[src/hw/isrl_pkg.sv]
// Shared constants and types for the bus status and remote-control block
package isrl_pkg;

    // ==========================================================
    // Register map, byte addresses on the plain register port
    localparam logic [7:0] ADR_STB = 8'h00;
    localparam logic [7:0] ADR_SRE = 8'h04;
    localparam logic [7:0] ADR_ESR = 8'h08;
    localparam logic [7:0] ADR_ESE = 8'h0c;
    localparam logic [7:0] ADR_OCOND = 8'h10;
    localparam logic [7:0] ADR_OEVT = 8'h14;
    localparam logic [7:0] ADR_OENA = 8'h18;
    localparam logic [7:0] ADR_CTRL = 8'h1c;
    localparam logic [7:0] ADR_MYADDR = 8'h20;
    localparam logic [7:0] ADR_RXD = 8'h24;
    localparam logic [7:0] ADR_TXD = 8'h28;

    // ==========================================================
    // Field positions and reset values
    localparam int STB_ESB = 5;
    localparam int STB_MSS = 6;
    localparam int STB_OSB = 7;
    localparam int ESR_CME = 5;
    localparam int CTRL_CLS = 0;
    localparam int TXD_LAST = 8;
    localparam int RXD_VALID = 8;
    localparam int RXD_EOI = 9;
    localparam logic [4:0] MYADDR_RST = 5'h0c;
    localparam logic [7:0] ENA_RST = 8'h00;

    // ==========================================================
    // Bus commands, seven bits with the parity bit dropped
    localparam logic [6:0] CMD_GTL = 7'h01;
    localparam logic [6:0] CMD_SDC = 7'h04;
    localparam logic [6:0] CMD_LLO = 7'h11;
    localparam logic [6:0] CMD_DCL = 7'h14;
    localparam logic [6:0] CMD_SPE = 7'h18;
    localparam logic [6:0] CMD_SPD = 7'h19;
    localparam logic [6:0] CMD_UNL = 7'h3f;
    localparam logic [6:0] CMD_UNT = 7'h5f;
    localparam logic [1:0] GRP_LISTEN = 2'b01;
    localparam logic [1:0] GRP_TALK = 2'b10;

    // ==========================================================
    // Message string characters and limits
    localparam logic [7:0] CH_STAR = 8'h2a;
    localparam logic [7:0] CH_QUERY = 8'h3f;
    localparam logic [7:0] CH_SEMI = 8'h3b;
    localparam logic [7:0] CH_CR = 8'h0d;
    localparam logic [7:0] CH_LF = 8'h0a;
    localparam logic [8:0] MAX_LEN = 9'h0ff;

    // ==========================================================
    // Carriers and state types; every bus line is active low
    typedef struct packed {
        logic atn_n;
        logic ren_n;
        logic ifc_n;
        logic srq_n;
        logic eoi_n;
        logic dav_n;
        logic nrfd_n;
        logic ndac_n;
        logic [7:0] dio_n;
    } isrl_pins_t;

    typedef struct packed {
        logic valid;
        logic [7:0] code;
    } isrl_key_t;

    typedef struct packed {
        logic valid;
        logic common;
        logic query;
    } isrl_cmd_t;

    typedef enum logic [1:0] {
        AH_READY = 2'b01,
        AH_ACCEPT = 2'b10
    } isrl_ah_t;

    typedef enum logic [3:0] {
        SH_IDLE = 4'b0001,
        SH_SETTLE = 4'b0010,
        SH_DAV = 4'b0100,
        SH_END = 4'b1000
    } isrl_sh_t;

endpackage

[src/hw/isrl_status_remote.sv]
// Bus remote/local control, message framing and status reporting block
//
// The register offsets and the plain strobed port were decided locally.
`timescale 1ns/1ps
`default_nettype none

module isrl_status_remote (
    input wire logic i_clk_sys,
    input wire logic i_rst,
    input wire logic [7:0] i_addr,
    input wire logic [15:0] i_wdata,
    input wire logic i_wr,
    input wire logic i_rd,
    output logic [15:0] o_rdata,
    input wire isrl_pkg::isrl_pins_t i_bus,
    output isrl_pkg::isrl_pins_t o_bus,
    output isrl_pkg::isrl_pins_t o_bus_oe,
    input wire logic i_local_key,
    input wire isrl_pkg::isrl_key_t i_key,
    output isrl_pkg::isrl_key_t o_key,
    output logic o_remote,
    output logic o_lockout,
    input wire logic [7:0] i_std_evt,
    input wire logic [7:0] i_oper_cond,
    output isrl_pkg::isrl_cmd_t o_cmd
);
    import isrl_pkg::*;

    // ==========================================================
    // Pin synchronisers; bus idles high, so reset to ones
    localparam int SYNC_W = $bits(isrl_pins_t) + 1;
    logic [SYNC_W-1:0] raw;
    logic [SYNC_W-1:0] s1_q;
    logic [SYNC_W-1:0] s2_q;
    assign raw = {i_local_key, i_bus};

    genvar gi;
    generate
        for (gi = 0; gi < SYNC_W; gi++) begin : g_sync
            always_ff @(posedge i_clk_sys) begin
                if (i_rst) begin
                    s1_q[gi] <= 1'b1;
                    s2_q[gi] <= 1'b1;
                end else begin
                    s1_q[gi] <= raw[gi];
                    s2_q[gi] <= s1_q[gi];
                end
            end
        end
    endgenerate

    isrl_pins_t p;
    logic key_lvl;
    assign p = isrl_pins_t'(s2_q[SYNC_W-2:0]);
    assign key_lvl = s2_q[SYNC_W-1];

    logic atn, ren, ifc, dav, eoi;
    logic [7:0] data;
    logic [6:0] cmd;
    assign atn = ~p.atn_n;
    assign ren = ~p.ren_n;
    assign ifc = ~p.ifc_n;
    assign dav = ~p.dav_n;
    assign eoi = ~p.eoi_n;
    assign data = ~p.dio_n;
    assign cmd = data[6:0];

    // ==========================================================
    // State declarations
    isrl_ah_t ah_q;
    isrl_sh_t sh_q;
    logic lstn_q, talk_q, spoll_q, spoll_sent_q;
    logic remote_q, lockout_q, ren_prev_q, key_prev_q;
    logic [4:0] myaddr_q;
    logic [7:0] esr_q, ese_q, oevt_q, oena_q, sre_q, ocond_prev_q;
    logic [7:0] stb_q;
    logic [8:0] total_q;
    logic [7:0] seg_len_q, first_q, last_q;
    logic qry_pend_q, qry_common_q, cme_q;
    logic [7:0] tx_q;
    logic tx_last_q, tx_full_q;
    logic [9:0] rxd_q;
    logic [7:0] sh_byte_q;
    logic sh_eoi_q;

    // ==========================================================
    // Acceptor side: byte taken on DAV while addressed or under ATN
    logic take, take_cmd, take_data, dev_clr;
    assign take = (ah_q == AH_READY) && dav && !ifc
        && (atn || lstn_q) && (sh_q == SH_IDLE);
    assign take_cmd = take && atn;
    assign take_data = take && !atn && lstn_q;
    // Universal clear, or selective clear when listen-addressed
    assign dev_clr = take_cmd && ((cmd == CMD_DCL)
        || (cmd == CMD_SDC && lstn_q));

    always_ff @(posedge i_clk_sys) begin
        if (i_rst || ifc) begin
            ah_q <= AH_READY;
        end else begin
            unique case (ah_q)
                AH_READY: begin
                    if (take) begin
                        ah_q <= AH_ACCEPT;
                    end
                end
                AH_ACCEPT: begin
                    if (!dav) begin
                        ah_q <= AH_READY;
                    end
                end
            endcase
        end
    end

    // ==========================================================
    // Addressing and serial poll mode
    always_ff @(posedge i_clk_sys) begin
        if (i_rst || ifc) begin
            lstn_q <= 1'b0;
            talk_q <= 1'b0;
            spoll_q <= 1'b0;
        end else if (take_cmd) begin
            if (cmd == {GRP_LISTEN, myaddr_q}) begin
                lstn_q <= 1'b1;
                talk_q <= 1'b0;
            end else if (cmd == CMD_UNL) begin
                lstn_q <= 1'b0;
            end else if (cmd == {GRP_TALK, myaddr_q}) begin
                talk_q <= 1'b1;
                lstn_q <= 1'b0;
            end else if (cmd[6:5] == GRP_TALK || cmd == CMD_UNT) begin
                talk_q <= 1'b0;
            end
            if (cmd == CMD_SPE) begin
                spoll_q <= 1'b1;
            end else if (cmd == CMD_SPD) begin
                spoll_q <= 1'b0;
            end
        end
    end

    // ==========================================================
    // Remote, local and lockout
    logic key_press;
    assign key_press = key_lvl && !key_prev_q;

    always_ff @(posedge i_clk_sys) begin
        if (i_rst) begin
            remote_q <= 1'b0;
            lockout_q <= 1'b0;
            ren_prev_q <= 1'b0;
            key_prev_q <= 1'b1;
        end else begin
            ren_prev_q <= ren;
            key_prev_q <= key_lvl;
            if (!ren && ren_prev_q) begin
                remote_q <= 1'b0;
                lockout_q <= 1'b0;
            end else if (take_cmd && cmd == CMD_GTL && lstn_q) begin
                remote_q <= 1'b0;
            end else if (ren && !ren_prev_q) begin
                remote_q <= 1'b1;
            end else if (key_press && !lockout_q) begin
                remote_q <= !remote_q;
            end
            if (take_cmd && cmd == CMD_LLO) begin
                lockout_q <= 1'b1;
            end
        end
    end

    // Keypad events dropped while remote
    always_ff @(posedge i_clk_sys) begin
        if (i_rst) begin
            o_key <= '0;
            o_remote <= 1'b0;
            o_lockout <= 1'b0;
        end else begin
            o_key <= remote_q ? '0 : i_key;
            o_remote <= remote_q;
            o_lockout <= lockout_q;
        end
    end

    // ==========================================================
    // Message string framing
    logic is_end, is_content, seg_any, seg_common, seg_query;
    logic [7:0] eff_first, eff_last;
    assign is_end = (data == CH_SEMI) || (data == CH_LF) || eoi;
    assign is_content = (data != CH_SEMI) && (data != CH_LF)
        && (data != CH_CR);
    assign eff_first = (seg_len_q == 8'h00) ? data : first_q;
    assign eff_last = is_content ? data : last_q;
    assign seg_any = (seg_len_q != 8'h00) || is_content;
    assign seg_common = eff_first == CH_STAR;
    assign seg_query = eff_last == CH_QUERY;

    always_ff @(posedge i_clk_sys) begin
        if (i_rst || ifc || dev_clr) begin
            total_q <= '0;
            seg_len_q <= '0;
            first_q <= '0;
            last_q <= '0;
            o_cmd <= '0;
            cme_q <= 1'b0;
        end else begin
            o_cmd <= '0;
            cme_q <= 1'b0;
            if (take_data) begin
                // Overlong transfer flagged as a command error
                if (total_q == MAX_LEN) begin
                    cme_q <= 1'b1;
                end else begin
                    total_q <= total_q + 9'h001;
                end
                if (data == CH_LF || eoi) begin
                    total_q <= '0;
                end
                if (is_end) begin
                    seg_len_q <= '0;
                    o_cmd.valid <= seg_any;
                    o_cmd.common <= seg_common;
                    o_cmd.query <= seg_query;
                end else if (is_content) begin
                    if (seg_len_q == 8'h00) begin
                        first_q <= data;
                    end
                    if (seg_len_q != 8'hff) begin
                        seg_len_q <= seg_len_q + 8'h01;
                    end
                    last_q <= data;
                end
            end
        end
    end

    // ==========================================================
    // Pending query and one-byte response holding register
    logic new_query, tx_wr, tx_done;
    assign new_query = take_data && is_end && seg_any && seg_query;
    assign tx_wr = i_wr && i_addr == ADR_TXD;
    assign tx_done = (sh_q == SH_END) && !spoll_q;

    always_ff @(posedge i_clk_sys) begin
        if (i_rst || ifc || dev_clr) begin
            qry_pend_q <= 1'b0;
            qry_common_q <= 1'b0;
            tx_full_q <= 1'b0;
            tx_q <= '0;
            tx_last_q <= 1'b0;
        end else if (new_query) begin
            // A newer query discards any older answer
            qry_pend_q <= 1'b1;
            qry_common_q <= seg_common;
            tx_full_q <= 1'b0;
        end else begin
            if (tx_wr && qry_pend_q) begin
                tx_q <= i_wdata[7:0];
                tx_last_q <= i_wdata[TXD_LAST];
                tx_full_q <= 1'b1;
            end else if (tx_done) begin
                tx_full_q <= 1'b0;
                if (tx_last_q) begin
                    qry_pend_q <= 1'b0;
                end
            end
        end
    end

    // ==========================================================
    // Source handshake: response bytes or one serial poll byte
    logic sh_go;
    assign sh_go = talk_q && !atn && !ifc && ((spoll_q && !spoll_sent_q)
        || (!spoll_q && qry_pend_q && tx_full_q));

    always_ff @(posedge i_clk_sys) begin
        if (i_rst || ifc || dev_clr) begin
            sh_q <= SH_IDLE;
            sh_byte_q <= '0;
            sh_eoi_q <= 1'b0;
            spoll_sent_q <= 1'b0;
        end else begin
            if (!talk_q || !spoll_q) begin
                spoll_sent_q <= 1'b0;
            end
            unique case (sh_q)
                SH_IDLE: begin
                    if (sh_go) begin
                        sh_q <= SH_SETTLE;
                        sh_byte_q <= spoll_q ? stb_q : tx_q;
                        sh_eoi_q <= !spoll_q && tx_last_q;
                    end
                end
                SH_SETTLE: begin
                    if (atn) begin
                        sh_q <= SH_IDLE;
                    end else if (p.nrfd_n) begin
                        sh_q <= SH_DAV;
                    end
                end
                SH_DAV: begin
                    if (p.ndac_n) begin
                        sh_q <= SH_END;
                    end
                end
                SH_END: begin
                    sh_q <= SH_IDLE;
                    if (spoll_q) begin
                        spoll_sent_q <= 1'b1;
                    end
                end
            endcase
        end
    end

    // ==========================================================
    // Status system
    logic clr_status, esr_rd, oevt_rd, esb, osb, mss;
    logic [7:0] esr_set, stb_sum;
    assign clr_status = i_wr && i_addr == ADR_CTRL && i_wdata[CTRL_CLS];
    assign esr_rd = i_rd && i_addr == ADR_ESR;
    assign oevt_rd = i_rd && i_addr == ADR_OEVT;
    assign esr_set = i_std_evt | (8'(cme_q) << ESR_CME);
    assign esb = |(esr_q & ese_q);
    assign osb = |(oevt_q & oena_q);
    assign stb_sum = (8'(esb) << STB_ESB) | (8'(osb) << STB_OSB);
    assign mss = |(stb_sum & sre_q);

    // Set wins over a same-cycle clear so no event is lost
    always_ff @(posedge i_clk_sys) begin
        if (i_rst) begin
            esr_q <= '0;
            oevt_q <= '0;
            ocond_prev_q <= '0;
        end else begin
            ocond_prev_q <= i_oper_cond;
            esr_q <= ((esr_rd || clr_status) ? '0 : esr_q)
                | esr_set;
            oevt_q <= ((oevt_rd || clr_status) ? '0 : oevt_q)
                | (i_oper_cond & ~ocond_prev_q);
        end
    end

    always_ff @(posedge i_clk_sys) begin
        if (i_rst) begin
            stb_q <= '0;
            o_bus <= '0;
            o_bus_oe <= '0;
        end else begin
            stb_q <= stb_sum | (8'(mss) << STB_MSS);
            o_bus <= '0;
            o_bus.dio_n <= ~sh_byte_q;
            o_bus_oe <= '0;
            o_bus_oe.srq_n <= mss;
            o_bus_oe.nrfd_n <= (ah_q == AH_ACCEPT) && (atn || lstn_q);
            o_bus_oe.ndac_n <= (ah_q == AH_READY) && (atn || lstn_q);
            if (sh_q != SH_IDLE && sh_q != SH_END) begin
                o_bus_oe.dio_n <= 8'hff;
                o_bus_oe.eoi_n <= sh_eoi_q;
            end
            o_bus_oe.dav_n <= (sh_q == SH_DAV);
        end
    end

    // ==========================================================
    // Register port: enables and address written here; TXD is written by the response block
    always_ff @(posedge i_clk_sys) begin
        if (i_rst) begin
            ese_q <= ENA_RST;
            oena_q <= ENA_RST;
            sre_q <= ENA_RST;
            myaddr_q <= MYADDR_RST;
        end else if (i_wr) begin
            unique case (i_addr)
                ADR_ESE: ese_q <= i_wdata[7:0];
                ADR_OENA: oena_q <= i_wdata[7:0];
                // MSS position is not a summary, so never enabled
                ADR_SRE: sre_q <= i_wdata[7:0] & ~(8'h01 << STB_MSS);
                ADR_MYADDR: myaddr_q <= i_wdata[4:0];
                default: ;
            endcase
        end
    end

    // Last received data byte; a read empties it, a new byte wins
    always_ff @(posedge i_clk_sys) begin
        if (i_rst) begin
            rxd_q <= '0;
        end else if (take_data) begin
            rxd_q <= {eoi, 1'b1, data};
        end else if (i_rd && i_addr == ADR_RXD) begin
            rxd_q[RXD_VALID] <= 1'b0;
        end
    end

    logic [15:0] ctrl_rd;
    assign ctrl_rd = {7'h00, qry_common_q, qry_pend_q, tx_full_q,
        spoll_q, talk_q, lstn_q, lockout_q, remote_q, 1'b0};

    always_ff @(posedge i_clk_sys) begin
        if (i_rst) begin
            o_rdata <= '0;
        end else if (i_rd) begin
            unique case (i_addr)
                ADR_STB: o_rdata <= {8'h00, stb_q};
                ADR_SRE: o_rdata <= {8'h00, sre_q};
                ADR_ESR: o_rdata <= {8'h00, esr_q};
                ADR_ESE: o_rdata <= {8'h00, ese_q};
                ADR_OCOND: o_rdata <= {8'h00, i_oper_cond};
                ADR_OEVT: o_rdata <= {8'h00, oevt_q};
                ADR_OENA: o_rdata <= {8'h00, oena_q};
                ADR_CTRL: o_rdata <= ctrl_rd;
                ADR_MYADDR: o_rdata <= {11'h000, myaddr_q};
                ADR_RXD: o_rdata <= {6'h00, rxd_q};
                ADR_TXD: o_rdata <= {7'h00, tx_last_q, tx_q};
                default: o_rdata <= '0;
            endcase
        end else begin
            o_rdata <= '0;
        end
    end

endmodule
`default_nettype wire

[config.mk]
export PLATFORM = sky130hd
export DESIGN_NAME = isrl_status_remote
export DESIGN_NICKNAME = d
export VERILOG_FILES = /design/src/hw/isrl_pkg.sv /design/src/hw/isrl_status_remote.sv
export SDC_FILE = /design/constraint.sdc
export NUM_CORES = 1
export LEC_CHECK = 0
export ABC_AREA = 1
export BUFFER_PORTS_ARGS = -buffer_cell sky130_fd_sc_hd__buf_4
export CORE_UTILIZATION = 55
export CTS_CLUSTER_DIAMETER = 150
export DETAILED_ROUTE_END_ITERATION = 8
export HOLD_SLACK_MARGIN = 0.15
export PLACE_DENSITY_LB_ADDON = 0.2
export SYNTH_ARGS = -nofsm -noshare
export SYNTH_HDL_FRONTEND = slang
export SYNTH_SLANG_ARGS = --single-unit
[constraint.sdc]
create_clock -name i_clk_sys -period 3.1 [get_ports i_clk_sys]
set_input_delay 0.775 -clock i_clk_sys [delete_from_list [all_inputs] [get_ports i_clk_sys]]
set_output_delay 0.775 -clock i_clk_sys [all_outputs]
set_load 0.01 [all_outputs]
==> run metrics <==
via/cell ratio=5.355; Final ANT Viol Nets=0; Avg WL per Cell=14.77 um; CP Max Fanout=12; total global-route track usage=26.11%; # hold bufs at CTS=0; CTS tree=yes; YS warnings=0; Mean Syn Cell Area=7.738 sq um; synth top area cells=dfxtp_1 48%, nand2_1 7.0%, inv_1 6.2%, o21ai_0 5.9%, a21oi_1 5.0%; First-pass DRT Iterations=5; RSZ-0062 raised after global routing=no; max cap viols=0; Fin. Hold Viols=0; crit path time final=2502 ps; initial antenna violation count=0; Final Skew=9.661 ps; most frequent cells in the layout=203 x dfxtp_1, 160 x nand2_1, 140 x inv_1; Yosys cell types=53; clock-pin slew on the worst setup and hold paths=60 ps; Max Slew Vio Count=0; Final nets=1283; area grow syn2layout=18.21%; die height=126.5 um; row count=45; vias=7556; async set-reset flop share out of synthesis=0%; WS Path Type=reg2reg; worst-margin pin slew=846.4 ps; achievable frequency=399.7 MHz; crit path DAT=2890 ps; DIE AREA=0.01601 sq mm; # setup viols final=0; # port buffers=106; CTS root buf=clkbuf_16; reg2reg end=tx_q[0]; Critical Path Source=p[1]; share of cells above drive strength 1=19.95%; cell taking the most area after synthesis=dfxtp_1; final WL=20840 um; power per standard cell area=563.1 mW/mm^2; Num CTS Buffers=21; Starting Density=56.30%; first-pass GRT wire length=33270 um; drt drc=0; Clock Sinks=203; Core Region=0.01515 sq mm; vias in the first global route=6593; placed insts=1374; I/O pin count=132; Startpoint Class=register; largest net degree at the start of global routing=39; Mapped Cells=1102; worst reg2reg startpoint=p[1]; leading cell type in the layout, fill and taps excluded=dfxtp_1; crit end category=register; htree depth=1; Yosys top cell area share=47.66%; Worst EP required=3490 ps; Final HPWL DP=15370 um; R2R setup slack=600 ps; setup TNS=0 ps; Die X=126.5 um; prevailing post-synth register cell=dfxtp_1; VDD IR-drop max=0.0003886 V; RePlAce Congestion=0.9441; Worst slew margin=43.27%; worst min-delay path class=reg2reg; EDFF count, synth=0; Final Core Density=66.55%; Clock Latency Late Sink=490 ps; LEAKAGE=0.004451 uW; post-CTS setup repair buffer count=0; Finished Layout Cells=1411; worst-case clock buffer depth=3; Critical Path End=tx_q[0]; outcome=finished, final reports clean; #FFs+latches synth=203; # resized after CTS=0; Mapped Area=0.008527 sq mm; GRT overflow=0; drt initial violations=675; Final period util=80.70%; Worst R2R Path Depth=11; diodes inserted=0; register area share after synthesis=47.66%; Hold Slack=406.8 ps
==> how the worst min path moves through the flow <==
stage | start | end | slack [ps] | cells after the start
2_1_floorplan | sh_byte_q[0] | o_bus[0] | 390 | 1
6_report | s1_q[6] | p[6] | 410 | 1
3_5_place_dp | s1_q[4] | p[4] | 390 | 1
4_1_cts | s1_q[4] | p[4] | 410 | 1
3_3_place_gp | s1_q[14] | p[14] | 390 | 1
5_1_grt | s1_q[6] | p[6] | 420 | 1
==> registers in the layout, indices dropped and copies added (netlist names), 9 cells and up <==
signal and cells:
s1_q 16, total_q 9, o_key 9, p 15
rxd_q 10, o_rdata 10
==> critical path: stages, from the launching register on <==
cell and delay (ps):
dfxtp_1 610, nand2_1 140, nor2_1 200, nand2_4 120, nand3_2 270, nand2_1 100
nand2_1 110, nand2_1 90, nor2_4 140, nand3_2 330, a21oi_2 230, nor2_1 60
==> metal layers <==
layer,vias to the layer above,global-route usage [%],wire (um)
met4,0,7.016,449
met2,294,39.36,9131
met1,3420,38.17,9663
li1,3807,-,-
met3,35,5.019,1591
met5,-,0,0
==> report_power, final <==
part	internal, uW	leakage, uW	switching, uW
Clock	1360	0.000315	1020
Combinational	216	0.00248	317
Sequential	2700	0.00166	67.4
Total	4270	0.00445	1410
==> cells by family after synthesis <==
group | synth area share [%]
flops | 47.66
other cells | 0.04398
buf+inv | 10.77
xor+xnor | 0.9244
fa+ha+maj | 0.5870
simple gates | 22.55
compound gates | 17.46
==> cell type report <==
type | instances | area [sq um]
fill | 1362 | 5066
clock inverter | 13 | 107.6
sequential | 203 | 4064
inverter | 149 | 560.5
timing repair buffer | 128 | 960.9
tap | 188 | 235.2
clock buffer | 24 | 546.8
multi-input combinational | 706 | 3605
==> per-stage QoR <==
stage	setup slack, ps	power, uW	cell area [sq um]
6_report	598.2	5676	10080
5_1_grt	381.9	5899	10080
4_1_cts	619.2	5708	10080
3_5_place_dp	489.2	3344	9425
3_3_place_gp	545.2	3333	9425
2_1_floorplan	843.3	3163	8587
==> cell usage after synthesis (2+ instances only) <==
| library cell | number |
|---|---|
| buf_4 | 26 |
| o21a_1 | 3 |
| and2_1 | 2 |
| a21oi_2 | 9 |
| nand4_1 | 19 |
| nor4_1 | 7 |
| inv_1 | 140 |
| o32ai_1 | 8 |
| a211oi_1 | 5 |
| a21oi_1 | 86 |
| a31oi_1 | 15 |
| nor2_4 | 3 |
| or2_2 | 32 |
| o2111ai_1 | 2 |
| nor3_2 | 3 |
| ha_1 | 4 |
| xnor2_1 | 4 |
| clkbuf_1 | 14 |
| o22ai_1 | 13 |
| nor2_1 | 103 |
| o21ai_2 | 2 |
| buf_1 | 5 |
| o21ai_0 | 101 |
| nand2_1 | 160 |
| a221oi_1 | 3 |
| dfxtp_1 | 203 |
| nand3_1 | 37 |
| buf_2 | 13 |
| o31ai_1 | 3 |
| o211ai_1 | 3 |
| inv_2 | 8 |
| nor2_2 | 6 |
| xor2_1 | 5 |
| nand2_2 | 11 |
| nand3_2 | 3 |
| nor3_1 | 24 |
(Power assumes the default switching activity.)
